==> config.mk <==
export PLATFORM = sky130hd
export DESIGN_NAME = adc_cfg
export DESIGN_NICKNAME = d
export VERILOG_FILES = /design/src/adc_cfg_pkg.sv /design/src/adc_cfg.sv
export SDC_FILE = /design/constraint.sdc
export NUM_CORES = 1
export LEC_CHECK = 0
export ABC_CLOCK_PERIOD_IN_PS = 3800
export BUFFER_PORTS_ARGS = -buffer_cell sky130_fd_sc_hd__buf_2
export CELL_PAD_IN_SITES_DETAIL_PLACEMENT = 1
export CELL_PAD_IN_SITES_GLOBAL_PLACEMENT = 1
export CORE_UTILIZATION = 50
export DETAILED_ROUTE_END_ITERATION = 7
export PLACE_DENSITY_LB_ADDON = 0.1
export REMOVE_ABC_BUFFERS = 1
export SYNTH_ARGS = -nofsm -noshare
export SYNTH_HDL_FRONTEND = slang
export SYNTH_SLANG_ARGS = --single-unit
==> constraint.sdc <==
create_clock -name clk_i -period 3.8 [get_ports clk_i]
set_input_delay 0.19 -clock clk_i [delete_from_list [all_inputs] [get_ports clk_i]]
set_output_delay 0.19 -clock clk_i [all_outputs]
set_load 0.02 [all_outputs]
==> src/adc_cfg_pkg.sv <==
// Purpose: shared constants and carriers for the channel configuration block
// Assumes: 8-bit program registers, 16-bit command word, 27-bit output frame
// Notes:   offsets, program-register reset values and the id, alarm and format-top bit positions live here
`default_nettype none

package adc_cfg_pkg;

  // ****************************************************************
  // register map and fields
  // ****************************************************************
  localparam logic [6:0] ADDR_CHAN_PD  = 7'h02;   // channel front-end off
  localparam logic [6:0] ADDR_FEATURE  = 7'h03;   // feature select
  localparam logic [7:0] PD_RESET      = 8'h00;   // all front ends powered
  localparam logic [7:0] FS_RESET      = 8'h00;   // id 0, alarm off, fmt 0
  localparam logic [7:0] FS_WRITE_MASK = 8'hd7;   // bits 5 and 3 stay zero
  localparam logic [7:0] UPPER_CHANS   = 8'hf0;   // channels four to seven
  localparam int         FS_DEV_HI     = 7;       // device id, top bit
  localparam int         FS_DEV_LO     = 6;       // device id, low bit
  localparam int         FS_ALARM      = 4;       // alarm enable
  localparam int         FS_FMT_HI     = 2;       // frame format, top bit

  // ****************************************************************
  // frame format codes
  // ****************************************************************
  localparam logic [2:0] FMT_PLAIN = 3'h0;   // result, tail low
  localparam logic [2:0] FMT_CHAN  = 3'h1;   // plus channel address
  localparam logic [2:0] FMT_DEV   = 3'h2;   // plus device address
  localparam logic [2:0] FMT_RANGE = 3'h3;   // plus input range

  // ****************************************************************
  // link framing
  // ****************************************************************
  localparam int         CMD_BITS   = 16;      // command word length
  localparam int         OUT_BITS   = 27;      // output frame bits 26..0
  localparam int         TAIL_BITS  = 9;       // bits 8..0 after result
  localparam logic [5:0] LAST_CMD   = 6'h0f;   // index of 16th rising edge
  localparam logic [5:0] START_FALL = 6'h0f;   // index of 16th falling edge
  localparam logic [5:0] EDGE_MAX   = 6'h3f;   // counters saturate here

  // ****************************************************************
  // carriers
  // ****************************************************************
  typedef struct packed {
    logic [17:0] result;   // conversion result, msb first
    logic [3:0]  chan;     // channel address
    logic [2:0]  range;    // low bits of range code
  } sample_t;

  typedef struct packed {
    logic [6:0] addr;      // register address
    logic       wr;        // 1 = write
    logic [7:0] data;      // write data
  } cmd_t;

endpackage

`default_nettype wire

==> src/adc_cfg.sv <==
// Purpose: power-down and feature-select registers behind the serial link,
//          plus the output frame builder fed through a sample fifo
// Assumes: link pins are asynchronous to clk_i and sampled here;
//          sclk idles low, data in on rise, data out on fall
// Notes:   one command word per frame; result frame starts on 16th fall
`timescale 1ns/1ps
`default_nettype none

// ****************************************************************
// sample fifo
// ****************************************************************
module sample_fifo #(
  parameter int WIDTH = 25,
  parameter int DEPTH = 16
) (
  // clock and reset
  input  wire logic             clk_i,
  input  wire logic             rst_b_i,
  // filling side
  input  wire logic             in_valid_i,
  input  wire logic [WIDTH-1:0] in_data_i,
  output logic                  in_ready_o,
  // draining side
  output logic                  out_valid_o,
  output logic      [WIDTH-1:0] out_data_o,
  input  wire logic             out_ready_i
);
  localparam int AW = $clog2(DEPTH);
  logic [WIDTH-1:0] mem [DEPTH];   // storage
  logic [AW-1:0]    wr_ptr;        // next slot to fill
  logic [AW-1:0]    rd_ptr;        // next slot to drain
  logic [AW:0]      count;         // words held
  logic [AW:0]      next_count;    // count after this cycle
  logic             push;          // word accepted
  logic             pop;           // word taken

  assign push        = in_valid_i && in_ready_o;
  assign pop         = out_valid_o && out_ready_i;
  assign out_valid_o = (count != '0);
  assign out_data_o  = mem[rd_ptr];
  assign next_count  = count + (AW+1)'(push) - (AW+1)'(pop);

  // storage writes, no reset needed on data
  always_ff @(posedge clk_i) begin
    if (push) begin
      mem[wr_ptr] <= in_data_i;
    end
  end

  // pointers and count
  always_ff @(posedge clk_i) begin
    if (!rst_b_i) begin
      wr_ptr <= '0;
      rd_ptr <= '0;
      count  <= '0;
    end else begin
      if (push) wr_ptr <= (wr_ptr == AW'(DEPTH-1)) ? '0 : wr_ptr + 1'b1;
      if (pop)  rd_ptr <= (rd_ptr == AW'(DEPTH-1)) ? '0 : rd_ptr + 1'b1;
      count <= next_count;
    end
  end

  // registered ready: honest full, back-pressure to the source
  always_ff @(posedge clk_i) begin
    if (!rst_b_i) begin
      in_ready_o <= 1'b0;
    end else begin
      in_ready_o <= (next_count != (AW+1)'(DEPTH));
    end
  end
endmodule // sample_fifo

// How it works
// (RQ1) power-down bit stops front end, skips scan
// (RQ2) four-channel variant: upper bits locked, read ones
// (RQ3) top two bits hold daisy-chain device id
// (RQ4) bit four enables the threshold alarm
// (RQ5) bits five and three read zero
// (RQ6) low three bits select output frame format
// (RQ7) output stream starts on 16th falling edge
// (RQ8) frame bits 26..9 carry result, msb first
// (RQ9) tail fields follow the format code
// (RQ10) channel address is four bits wide
// (RQ11) device address equals configured device id
// (RQ12) range field is low three range bits
// (RQ13) undefined format codes act like code zero
module adc_cfg #(
  parameter int NUM_CHAN   = 8,    // 4 or 8 channel variant
  parameter int FIFO_DEPTH = 16    // sample buffer depth
) (
  // clock and reset
  input  wire logic                 clk_i,
  input  wire logic                 rst_b_i,
  // serial link pins
  input  wire logic                 sclk_i,
  input  wire logic                 cs_b_i,
  input  wire logic                 sdi_i,
  output logic                      sdo_o,
  output logic                      sdo_oe_b_o,
  // conversion samples in
  input  wire logic                 smp_valid_i,
  input  wire adc_cfg_pkg::sample_t smp_data_i,
  output logic                      smp_ready_o,
  // configuration out
  output logic [7:0]                frontend_off_o,
  output logic [7:0]                scan_eligible_o,
  output logic                      alarm_en_o
);
  localparam int SW = $bits(adc_cfg_pkg::sample_t);

  // ****************************************************************
  // pin synchronisers and edge finding
  // ****************************************************************
  logic [2:0] sclk_s;   // [0] first stage, read only by [1]
  logic [1:0] cs_s;     // [0] first stage, read only by [1]
  logic [1:0] sdi_s;    // [0] first stage, read only by [1]
  logic       rise;     // sclk rising edge seen
  logic       fall;     // sclk falling edge seen
  logic       active;   // chip select asserted
  logic       cs_prev;  // active one cycle ago

  // two flops per pin, third sclk flop for edges
  always_ff @(posedge clk_i) begin
    if (!rst_b_i) begin
      sclk_s <= '0;
      cs_s   <= 2'h3;
      sdi_s  <= '0;
    end else begin
      sclk_s <= {sclk_s[1:0], sclk_i};
      cs_s   <= {cs_s[0], cs_b_i};
      sdi_s  <= {sdi_s[0], sdi_i};
    end
  end
  assign rise   = sclk_s[1] && !sclk_s[2];
  assign fall   = !sclk_s[1] && sclk_s[2];
  assign active = !cs_s[1];

  // ****************************************************************
  // frame counters and command capture
  // ****************************************************************
  logic [5:0]                   rise_cnt;   // rising edges this frame
  logic [5:0]                   fall_cnt;   // falling edges this frame
  logic [adc_cfg_pkg::CMD_BITS-1:0] cmd_sh; // command shift in
  adc_cfg_pkg::cmd_t            cmd;        // completed command
  logic                         cmd_done;   // pulse at 16th rise
  logic                         frame_go;   // pulse on frame start

  assign cmd_done = active && rise && (rise_cnt == adc_cfg_pkg::LAST_CMD);
  assign frame_go = active && !cs_prev;

  // edge counters, cleared while deselected
  always_ff @(posedge clk_i) begin
    if (!rst_b_i || !active) begin
      rise_cnt <= '0;
      fall_cnt <= '0;
    end else begin
      if (rise && rise_cnt != adc_cfg_pkg::EDGE_MAX) rise_cnt <= rise_cnt + 1'b1;
      if (fall && fall_cnt != adc_cfg_pkg::EDGE_MAX) fall_cnt <= fall_cnt + 1'b1;
    end
  end

  // command word shifts in msb first on sclk rise
  always_ff @(posedge clk_i) begin
    if (!rst_b_i) begin
      cmd_sh  <= '0;
      cmd     <= '0;
      cs_prev <= 1'b0;
    end else begin
      cs_prev <= active;
      if (active && rise) cmd_sh <= {cmd_sh[14:0], sdi_s[1]};
      if (cmd_done) cmd <= adc_cfg_pkg::cmd_t'({cmd_sh[14:0], sdi_s[1]});
    end
  end

  // ****************************************************************
  // program registers
  // ****************************************************************
  logic [7:0] chan_pd;      // channel_frontend_powerdown
  logic [7:0] feature_sel;  // feature_select
  logic [7:0] lock_mask;    // bits a write may not touch
  logic [7:0] pd_read;      // power-down as the host reads it
  adc_cfg_pkg::cmd_t wcmd;  // command being completed

  assign wcmd      = adc_cfg_pkg::cmd_t'({cmd_sh[14:0], sdi_s[1]});
  assign lock_mask = (NUM_CHAN == 4) ? adc_cfg_pkg::UPPER_CHANS : 8'h00;
  assign pd_read   = chan_pd | lock_mask;   // see (RQ2)

  // writes land at the 16th rising edge
  always_ff @(posedge clk_i) begin
    if (!rst_b_i) begin
      chan_pd     <= adc_cfg_pkg::PD_RESET;   // see (RQ1)
      feature_sel <= adc_cfg_pkg::FS_RESET;   // see (RQ3) (RQ4) (RQ6)
    end else if (cmd_done && wcmd.wr) begin
      if (wcmd.addr == adc_cfg_pkg::ADDR_CHAN_PD) begin
        // locked upper bits keep their zero, see (RQ2)
        chan_pd <= wcmd.data & ~lock_mask;
      end
      if (wcmd.addr == adc_cfg_pkg::ADDR_FEATURE) begin
        // reserved bits dropped whatever the host sends, see (RQ5)
        feature_sel <= wcmd.data & adc_cfg_pkg::FS_WRITE_MASK;
      end
    end
  end

  // configuration outputs, one flop each
  always_ff @(posedge clk_i) begin
    if (!rst_b_i) begin
      frontend_off_o  <= '0;
      scan_eligible_o <= '0;
      alarm_en_o      <= 1'b0;
    end else begin
      frontend_off_o  <= chan_pd;                           // see (RQ1)
      scan_eligible_o <= ~chan_pd & ~lock_mask;             // see (RQ1)
      alarm_en_o      <= feature_sel[adc_cfg_pkg::FS_ALARM]; // see (RQ4)
    end
  end

  // ****************************************************************
  // sample buffer and current sample
  // ****************************************************************
  logic                 fifo_valid;  // a sample waits
  logic [SW-1:0]        fifo_data;   // oldest sample
  adc_cfg_pkg::sample_t cur;         // sample for this frame

  sample_fifo #(.WIDTH(SW), .DEPTH(FIFO_DEPTH)) u_fifo (
    .clk_i       (clk_i),
    .rst_b_i     (rst_b_i),
    .in_valid_i  (smp_valid_i),
    .in_data_i   (smp_data_i),
    .in_ready_o  (smp_ready_o),
    .out_valid_o (fifo_valid),
    .out_data_o  (fifo_data),
    .out_ready_i (frame_go)
  );

  // one sample taken per frame; empty buffer gives zeros
  always_ff @(posedge clk_i) begin
    if (!rst_b_i) begin
      cur <= '0;
    end else if (frame_go) begin
      cur <= fifo_valid ? adc_cfg_pkg::sample_t'(fifo_data) : '0;
    end
  end

  // ****************************************************************
  // output frame builder
  // ****************************************************************
  logic [2:0]                       eff_fmt;   // format actually used
  logic [adc_cfg_pkg::TAIL_BITS-1:0] tail;     // bits 8..0
  logic [adc_cfg_pkg::OUT_BITS-1:0]  out_word; // bits 26..0
  logic [7:0]                       rd_data;  // register read value
  logic                             reg_rd;   // frame is a register read
  logic                             load;     // 16th falling edge
  logic [adc_cfg_pkg::OUT_BITS-1:0]  out_sh;   // outgoing shift register

  // undefined codes fall back to the plain frame, see (RQ13)
  assign eff_fmt = feature_sel[adc_cfg_pkg::FS_FMT_HI] ?
                   adc_cfg_pkg::FMT_PLAIN : feature_sel[2:0];
  assign reg_rd  = !cmd.wr && (cmd.addr == adc_cfg_pkg::ADDR_CHAN_PD ||
                               cmd.addr == adc_cfg_pkg::ADDR_FEATURE);
  assign rd_data = (cmd.addr == adc_cfg_pkg::ADDR_CHAN_PD) ? pd_read :
                   feature_sel;
  assign load    = active && fall && (fall_cnt == adc_cfg_pkg::START_FALL);

  // tail fields by format, low bits default to zero, see (RQ9)
  always_comb begin
    tail = '0;
    case (eff_fmt)
      adc_cfg_pkg::FMT_CHAN:  tail = {cur.chan, 5'h00};            // see (RQ10)
      adc_cfg_pkg::FMT_DEV:   tail = {cur.chan,
        feature_sel[adc_cfg_pkg::FS_DEV_HI:adc_cfg_pkg::FS_DEV_LO],
        3'h0};                                                    // see (RQ11)
      adc_cfg_pkg::FMT_RANGE: tail = {cur.chan,
        feature_sel[adc_cfg_pkg::FS_DEV_HI:adc_cfg_pkg::FS_DEV_LO],
        cur.range};                                               // see (RQ12)
      default:                tail = '0;
    endcase
    // register reads return the byte in place of the result
    out_word = reg_rd ? {rd_data, 19'h0_0000} : {cur.result, tail}; // see (RQ8)
  end

  // shift out from the 16th falling edge, low before that, see (RQ7)
  always_ff @(posedge clk_i) begin
    if (!rst_b_i || !active) begin
      out_sh <= '0;
      sdo_o  <= 1'b0;
    end else if (load) begin
      out_sh <= {out_word[25:0], 1'b0};
      sdo_o  <= out_word[26];
    end else if (fall && fall_cnt > adc_cfg_pkg::START_FALL) begin
      out_sh <= {out_sh[25:0], 1'b0};
      sdo_o  <= out_sh[26];
    end
  end

  // pin driven only while selected, enable is active low
  always_ff @(posedge clk_i) begin
    if (!rst_b_i) begin
      sdo_oe_b_o <= 1'b1;
    end else begin
      sdo_oe_b_o <= !active;
    end
  end
endmodule // adc_cfg

`default_nettype wire

# After elaboration in Yosys (flattened, before gate mapping)
# Memories as Yosys holds them, arrays and structs flattened. A register that Yosys moved wholly into a read port is not among the register bits.
# Cells that the tools add are included.
[classes]
addsub = 6
order_cmp = 1
n_eq_ne = 14
muxes = 15
bitwise = 1
reduce_logical = 26
[ops]
columns = ["cell", "n"]
rows = [
  ["two-way mux 27 bit", 3],
  ["equality test 7 x 2 -> 1 bit (second input constant)", 4],
  ["one-hot mux 9 bit (3 select lines)", 1],
  ["two-way mux 25 bit", 1],
  ["two-way mux 4 bit", 4],
  ["logical AND 1 bit", 14],
  ["adder 6 x 1 -> 6 bit (second input constant)", 2],
  ["equality test 6 x 4 -> 1 bit (second input constant)", 2],
  ["!= test 6 bit (second input constant)", 2],
  ["adder 4 x 1 -> 4 bit (second input constant)", 2],
  ["equality test 4 bit (second input constant)", 2],
  ["two-way mux 8 bit", 1],
  ["NOT 8 bit", 1],
  ["greater-than comparator 6 x 4 -> 1 bit (second input constant)", 1],
  ["zero test 1 bit", 6],
  ["adder 5 x 1 -> 5 bit", 1],
  ["!= test 5 bit (second input constant)", 1],
  ["nonzero test 5 bit", 1],
  ["subtractor 5 x 1 -> 5 bit", 1],
  ["equality test 2 bit (second input constant)", 2],
  ["two-way mux 1 bit", 4],
  ["AND reduction 2 bit", 2],
  ["equality test 2 x 1 -> 1 bit (second input constant)", 1],
  ["logical OR 1 bit", 2],
  ["2 further kinds", 2],
]
[word_totals]
reg_bits = 141
ramBits = 400
in_bits = 31
out_inout_bits = 20
wordCells = 88
n_memories = 1
[memory_table]
columns = ["name", "words", "word_bits", "read_ports", "rd_clocked_by_memory_dff", "write_ports", "line", "source"]
rows = [
  ["u_fifo.mem", 16, 25, 1, 1, 1, "adc_cfg.sv:29", "logic [WIDTH-1:0] mem [DEPTH];"],
]

# Longest topological paths before layout
# Gate-level depths: netlist (run 1).
[depth]
word_depth = 6
ltp_mapped = 13
depth_no_buf = 12

# Hierarchy
# From an unflattened synthesis (run 1), not the netlist that was laid out.
[unflattened]
hier_cells = 1287
hier_area_um2 = 20951.3
[modules_own_cells]
columns = ["mod", "n_inst", "cells_per_inst", "area_each_um2", "seq_area_each_um2"]
rows = [
  ["sample_fifo", 1, 726, 15916.5, 12371.9],
  ["adc_cfg", 1, 561, 5034.8, 2542.4],
]

# Least setup slack after synthesis (run 1)
# Ideal clock, no wire load.
[synth_timing]
path_type = "register to register"
startpoint = "register u_fifo.count[3]"
endpoint = "register u_fifo.in_ready_o"
setup_ps = 120
arrival_time_ps = 3061
required_ps = 3680
setup_slack_ps = 619
path_stages_with_launch = 13
n_path_buf = 1
synth_period_minus_slack_ps = 3181
path_cell_list = "dfxtp_1 -> inv_1 -> ha_1 -> or4b_2 -> and2_1 -> clkbuf_1 -> ha_1 -> inv_1 -> ha_1 -> fa_1 -> xor2_1 -> or3_1 -> o31a_1"
[synth_between]
elab_chain_len = 4
word_cells_on_any_way = 5
cone_classes = "add/sub (2); eq/ne (1); reduce/logical (2)"
[synth_lines]
columns = ["element", "line", "source"]
rows = [
  ["start: declaration", "adc_cfg.sv:32", "logic [AW:0] count;"],
  ["start signal: assignment", "adc_cfg.sv:59", "count <= next_count;"],
  ["nonzero test 5 bit", "adc_cfg.sv:39", "assign out_valid_o = (count != '0);"],
  ["logical AND 1 bit", "adc_cfg.sv:38", "assign pop = out_valid_o && out_ready_i;"],
  ["named net u_fifo.pop", "adc_cfg.sv:35", "logic pop;"],
  ["subtractor 5 x 1 -> 5 bit", "adc_cfg.sv:41", "assign next_count = count + (AW+1)'(push) - (AW+1)'(pop);"],
  ["!= test 5 bit", "adc_cfg.sv:68", "in_ready_o <= (next_count != (AW+1)'(DEPTH));"],
  ["end signal: assignment", "adc_cfg.sv:68", ""],
  ["end: declaration", "adc_cfg.sv:22", "output logic in_ready_o,"],
]
# The timed path passes the listed nets, and every way through them passes these cells.
# A chain may end at the register's enable or synchronous reset.

# Final worst setup path (run 1)
[layout_timing]
startpoint = "register u_fifo.count[2]"
endpoint = "register u_fifo.in_ready_o"
[layout_between]
elab_chain_len = 4
word_cells_on_any_way = 5
cone_classes = "add/sub (2); eq/ne (1); reduce/logical (2)"
[layout_lines]
columns = ["element", "line"]
rows = [
  ["branches (longest 2 deep; another with adder 5 x 1 -> 5 bit)", "--"],
  ["subtractor 5 x 1 -> 5 bit (*)", "adc_cfg.sv:41"],
  ["!= test 5 bit (*)", "adc_cfg.sv:68"],
]
# Every way passes the cells marked *.

==> flow_summary.ini, run 1 <==
[die]
core_mm2 = 0.0409
die_area_mm2 = 0.0423
rows = 74
ios = 51
dieWidth_um = 206
fp.dieH_um = 206
start_util_pct = 50.7

[timing]
clock.fmax_ghz = 0.306
fin_ws_ps = 534
hold_viol = 0
rsz0062_at_grt = false
holdWs_ps = 27.0
layout_min_cycle_time_ps = 3270
slew_viol_final = 0
max-slew-margin-rel_pct = 26.9
fin_setup_tns_ps = 0
period_share_pct = 85.9
setup_viol = 0
worst_pin_slew_ps = 1090
finClkSkew_ps = 17.7

[global_routing]
grt_pass1_wl_um = 73600
track_usage_pct = 23.9
antenna_found_initial = 0
grt.overflow.total = 0
grt_start_max_net_pins = 82
grt_pass1_vias = 11766

[route]
dr.pass1.iters = 4
drt_iter0_markers = 749
drtAntennaViolNets = 0
drc = 0
viasPerCell = 5.88
drt_wl_total_um = 48800
num_vias = 11239
wl_per_cell_um = 25.6

[clock_network]
clock_sinks = 545
cts_max_level = 2
cts.path.max_buffers = 3
cts-root-buf = clkbuf_16
cts.reportedPaths.clkPinSlew_ps = 60
clk_latency_ps = 610
ctsResizeCount = 0
cts_buffers = 55
cts_tree = yes

[critical_path]
arrival_ps = 3750
path_class = register to register
start_kind = register
critPathLaunch = u_fifo.count[2]
required_ps = 4290
worstSetupEndpointType = register
rr_startpoint = u_fifo.count[2]
cp_max_fo = 5

[logic_synthesis]
synth-adder-area-share_pct = 0.880
netlist_area_mm2 = 0.0208
ys_seq_area_share_pct = 71.9
synth_top_area_share_pct = 57.9
synth_top_family_by_area = multiplexers
synth_seq_cells = 545
yosys_warnings = 0
synth_edf_count = 400
ys_types = 54
synth_area_per_cell_um2 = 16.9
synth_area_leaders = edfxtp_1 (58%), dfxtp_1 (14%), mux4_2 (11%), mux2i_1 (3.3%), nand2_1 (2.0%)
synthMuxAreaShare_pct = 14.1
synth_compound_gate_area_share_pct = 5.16
post-synth-top-area-cell = edfxtp_1
async_reset_ff_share_pct = 0
yosys.area_share.xor_xnor_pct = 0.675
synth_top_flop_cell = edfxtp_1
netlist_instances = 1227
synthSimpleGateAreaFrac_pct = 5.64

[power_and_ir_drop]
pwr-share-seq_pct = 50.0
p_leak_nw = 7.83
internal_power_mw = 10.4
p_switching_mw = 2.86
p_total_mw = 13.2
pwr-share-clk_pct = 43.5
peakVddDrop_v = 0.000510
power_density_mw_per_mm2 = 550
p_comb_share_pct = 6.5
swShare_pct = 21.6

[layout]
nets = 1377
fin_cells = 1910
mostFrequentLayoutCells = edfxtp_1 (400), dfxtp_1 (142), nand2_1 (111), mux4_2 (100), mux2i_1 (68)
diodes = 0
final_common_cell = edfxtp_1
drive_gt1_share_pct = 22.1
post-route-util_pct = 58.8
synthToLayoutAreaGrowth_pct = 15.9
n_fill_cell = 3673
finalInstanceArea_mm2 = 0.0241

[place]
dpl.hpwl_um = 26900
io_buffers = 50
place_inst = 1778
dpl_cell_area_mm2 = 0.0218
pre_cts_ws_ps = 530
gp_congestion = 0.719

[flow_run]
maxCapViolCount = 0

[min_path]
min_from = rst_b_i
hold_path.class = input port to register

[run_status]
status = completed
final timing paths:
kind	end	slack (ps)	cells past startpoint
setup / recovery	u_fifo.in_ready_o	530	11
hold / removal	sdo_oe_b_o	30	3
setup reg to reg	u_fifo.in_ready_o	530	11
hold reg to reg	cs_s[1]	440	1
layer usage:
layer	vias to the layer above	global-route usage, %	wire, µm
li1	4991	-	-
met1	5922	32.6	21600
met2	257	39.9	24100
met3	69	3.74	2080
met4	0	6.61	1010
met5	-	0	0
Yosys cell counts, types with 6 or more instances:
cell type  count
edfxtp_1     400
dfxtp_1      145
nand2_1      111
mux4_2       100
mux2i_1       68
clkbuf_1      48
nor2_1        38
o21ai_0       34
a21oi_1       28
a21boi_0      27
o221ai_1      25
inv_1         20
nand3_1       19
nor2b_1       18
a221oi_1      16
buf_1         16
and2_1        15
ha_1          13
xor2_1        12
a21o_1         7
nor3_1         6
nor3b_1        6
power groups by stage:
stage	Combinational (mW)	Clock (mW)	Sequential [mW]
5_1_grt	0.950	6.06	6.63
2_1_floorplan	0.540	0	6.77
3_3_place_gp	0.829	0	6.74
4_1_cts	0.876	5.87	6.62
3_5_place_dp	0.848	0	6.74
6_report	0.861	5.75	6.62
worst max-delay path: stages (launching register included):
cell,delay [ps]
dfxtp_1,320
inv_1,80
ha_1,140
or4b_2,610
and2_1,250
ha_1,300
inv_1,40
ha_1,200
fa_1,430
xor2_1,180
or3_1,310
o31a_1,280
cell type report:
type,instances,area [µm²],share of cell area [%]
clock buffers,65,1470,6.10
flip-flops and latches,545,14900,62.0
clock inverters,38,460,1.91
multi-input cells,595,5610,23.3
well taps,532,666,2.77
inverters,20,75.1,0.312
repair buffers,115,848,3.53
state kept, by name, indices dropped and copies added, names as in the netlist, 2 cells and up, named ones only:
name             count
cs_s                 2
sdi_s                2
u_fifo.count         5
scan_eligible_o      8
feature_sel          6
cur                 25
sclk_s               3
cmd                  8
u_fifo.mem         400
rise_cnt             6
fall_cnt             6
u_fifo.wr_ptr        4
cmd_sh              15
out_sh              26
u_fifo.rd_ptr        4
chan_pd              8
frontend_off_o       8
logic make-up (layout without fill, tap and decap cells):
| logic type | count (synthesis) | in the layout |
|---|---|---|
| compound gates | 154 | 154 |
| xor+xnor | 16 | 16 |
| fa+ha+maj | 14 | 14 |
| buf+inv | 87 | 238 |
| flops | 545 | 545 |
| mux | 168 | 168 |
| simple gates | 243 | 243 |
repair_timing:
| action | 4_1_cts | 5_1_grt |
|---|---|---|
| buffers inserted | 0 | 0 |
| hold buffers | 29 | 0 |
| endpoints found under the hold margin | 405 | 0 |
Power figures use the tool's default switching activity.
==> run 2, diff against run 1 <==
--- a/config.mk
+++ b/config.mk
@@ -7,11 +7,9 @@
 export LEC_CHECK = 0
 export ABC_CLOCK_PERIOD_IN_PS = 3800
 export BUFFER_PORTS_ARGS = -buffer_cell sky130_fd_sc_hd__buf_2
-export CELL_PAD_IN_SITES_DETAIL_PLACEMENT = 1
-export CELL_PAD_IN_SITES_GLOBAL_PLACEMENT = 1
 export CORE_UTILIZATION = 50
 export DETAILED_ROUTE_END_ITERATION = 7
-export PLACE_DENSITY_LB_ADDON = 0.1
+export PLACE_DENSITY = 0.66
 export REMOVE_ABC_BUFFERS = 1
 export SYNTH_ARGS = -nofsm -noshare
 export SYNTH_HDL_FRONTEND = slang
==> run 2 against run 1 <==
Utilization is 0.43 points lower. Worst setup slack worse by 18 ps. Via count is 1.6% lower. Hold slack better by 220 ps. Sequential power hardly changed. Combinational power is 1% lower. Total power is 2.9% lower. Clock-buffer cell count stayed put. Largest cell class unchanged. Highest routed layer unchanged.
==> flow_summary.ini, run 2 (same netlist as run 1, synthesis figures left out) <==
[critical_path]
path_class = register to register
rr_startpoint = u_fifo.count[2]
critPathLaunch = u_fifo.count[2]
arrival_ps = 3770
required_ps = 4280
worstSetupEndpointType = register
start_kind = register
reg2reg_depth = 11
regToRegSetupSlack_ps = 520
cp_max_fo = 5
r2r-end = u_fifo.in_ready_o

[layout]
multiInputGateArea_mm2 = 0.00562
drive_gt1_share_pct = 21.2
final_common_cell = edfxtp_1
nets = 1365
n_fill_cell = 3094
sequential_cell_area_mm2 = 0.0149
top_regs = u_fifo.mem: 400 flops, out_sh: 26 flops, cur: 25 flops
finalInstanceArea_mm2 = 0.0239
top_register = u_fifo.mem
mostFrequentLayoutCells = edfxtp_1 (400), dfxtp_1 (142), nand2_1 (111), mux4_2 (100), mux2i_1 (68)
synthToLayoutAreaGrowth_pct = 15.0
post-route-util_pct = 58.3
largest_reg_flops = 400

[timing]
holdWs_ps = 244
finClkSkew_ps = 20.5
worst_pin_slew_ps = 1190
slew_viol_final = 0
period_share_pct = 86.4
fin_ws_ps = 516
layout_min_cycle_time_ps = 3280
setup_viol = 0
max-slew-margin-rel_pct = 20.7
clock.fmax_ghz = 0.305
rsz0062_at_grt = false
hold_viol = 0

[clock_network]
cts_max_level = 2
ctsResizeCount = 0
clk_latency_ps = 610
cts-root-buf = clkbuf_16
cts.reportedPaths.clkPinSlew_ps = 60
hold_buffers = 29
clock_sinks = 545
cts_tree = yes
cts.path.max_buffers = 3
post-cts-setup-buffers = 0
cts_buffers = 54

[die]
dieWidth_um = 206
rows = 74
die_area_mm2 = 0.0423
start_util_pct = 50.7
ios = 51
core_mm2 = 0.0409
fp.dieH_um = 206

[route]
drtAntennaViolNets = 0
drt_wl_total_um = 43800
wl_per_cell_um = 23.1
drt_iter0_markers = 901
num_vias = 11062
viasPerCell = 5.83
dr.pass1.iters = 5
drc = 0

[place]
dpl_cell_area_mm2 = 0.0218
gp_congestion = 0.754
dpl.hpwl_um = 24100
io_buffers = 50
pre_cts_ws_ps = 513

[power_and_ir_drop]
power_density_mw_per_mm2 = 538
p_leak_nw = 7.74
peakVddDrop_v = 0.000398

[global_routing]
grt_start_max_net_pins = 82
grt.overflow.total = 0
antenna_found_initial = 1
track_usage_pct = 21.3
grt_pass1_wl_um = 66400
grt_pass1_vias = 10987

[run_status]
status = completed

[flow_run]
maxCapViolCount = 0

[min_path]
hold_path.class = input port to register
holdPathEnd = cs_s[0]
min_from = rst_b_i
holdPathStages = 3
run 2: cell types whose count changed in the layout (fill, tap and decap cells not counted), sizes merged:
cell      previous run  this run
clkinvlp             5         1
clkinv              21        29
diode                0         1
inv                 22        21
buf                 86        75
bufinv              10         6
run 2: critical path: stages (launching register included):
cell and delay [ps]:
dfxtp_1 310, inv_1 80, ha_1 140, or4b_2 630, and2_1 250, ha_1 300, inv_1 40, ha_1 210
fa_1 440, xor2_1 180, or3_1 320, o31a_1 280
run 2: area by class of cell:
class	count	area share, %
multi-input cells	595	23.5
clock buffers	65	6.05
flip-flops and latches	545	62.5
inverters	20	0.314
repair buffers	104	3.21
diodes	1	0.0105
well taps	532	2.79
clock inverters	37	1.59
run 2: worst max-delay path by stage:
stage	depth (start not counted)	slack [ps]	endpoint
after floorplan	3	-1450	cur[0]
after global placement	11	580	u_fifo.in_ready_o
after detailed placement	11	510	u_fifo.in_ready_o
after CTS	11	510	u_fifo.in_ready_o
after global routing	11	310	u_fifo.in_ready_o
final	11	520	u_fifo.in_ready_o
run 2: per-stage QoR:
stage / std cells / setup TNS, ps / total power, mW
after floorplan: 1160 / -36170 / 7.31
after global placement: 1767 / 0 / 7.55
after detailed placement: 1767 / 0 / 7.57
after CTS: 1898 / 0 / 13.0
after global routing: 1899 / 0 / 13.3
final: 1899 / 0 / 12.8
run 2: where the power goes:
| part | internal, mW | switching [mW] |
|---|---|---|
| registers | 6.52 | 0.0786 |
| logic | 0.396 | 0.456 |
| clock network | 3.13 | 2.26 |
run 2: per-layer routing:
metal	up-vias	wire length [µm]	GRT usage [%]
met4	0	971	6.01
met2	348	21400	34.9
li1	4986	-	-
met1	5646	18600	28.7
met3	82	2810	4.80
met5	-	0	0
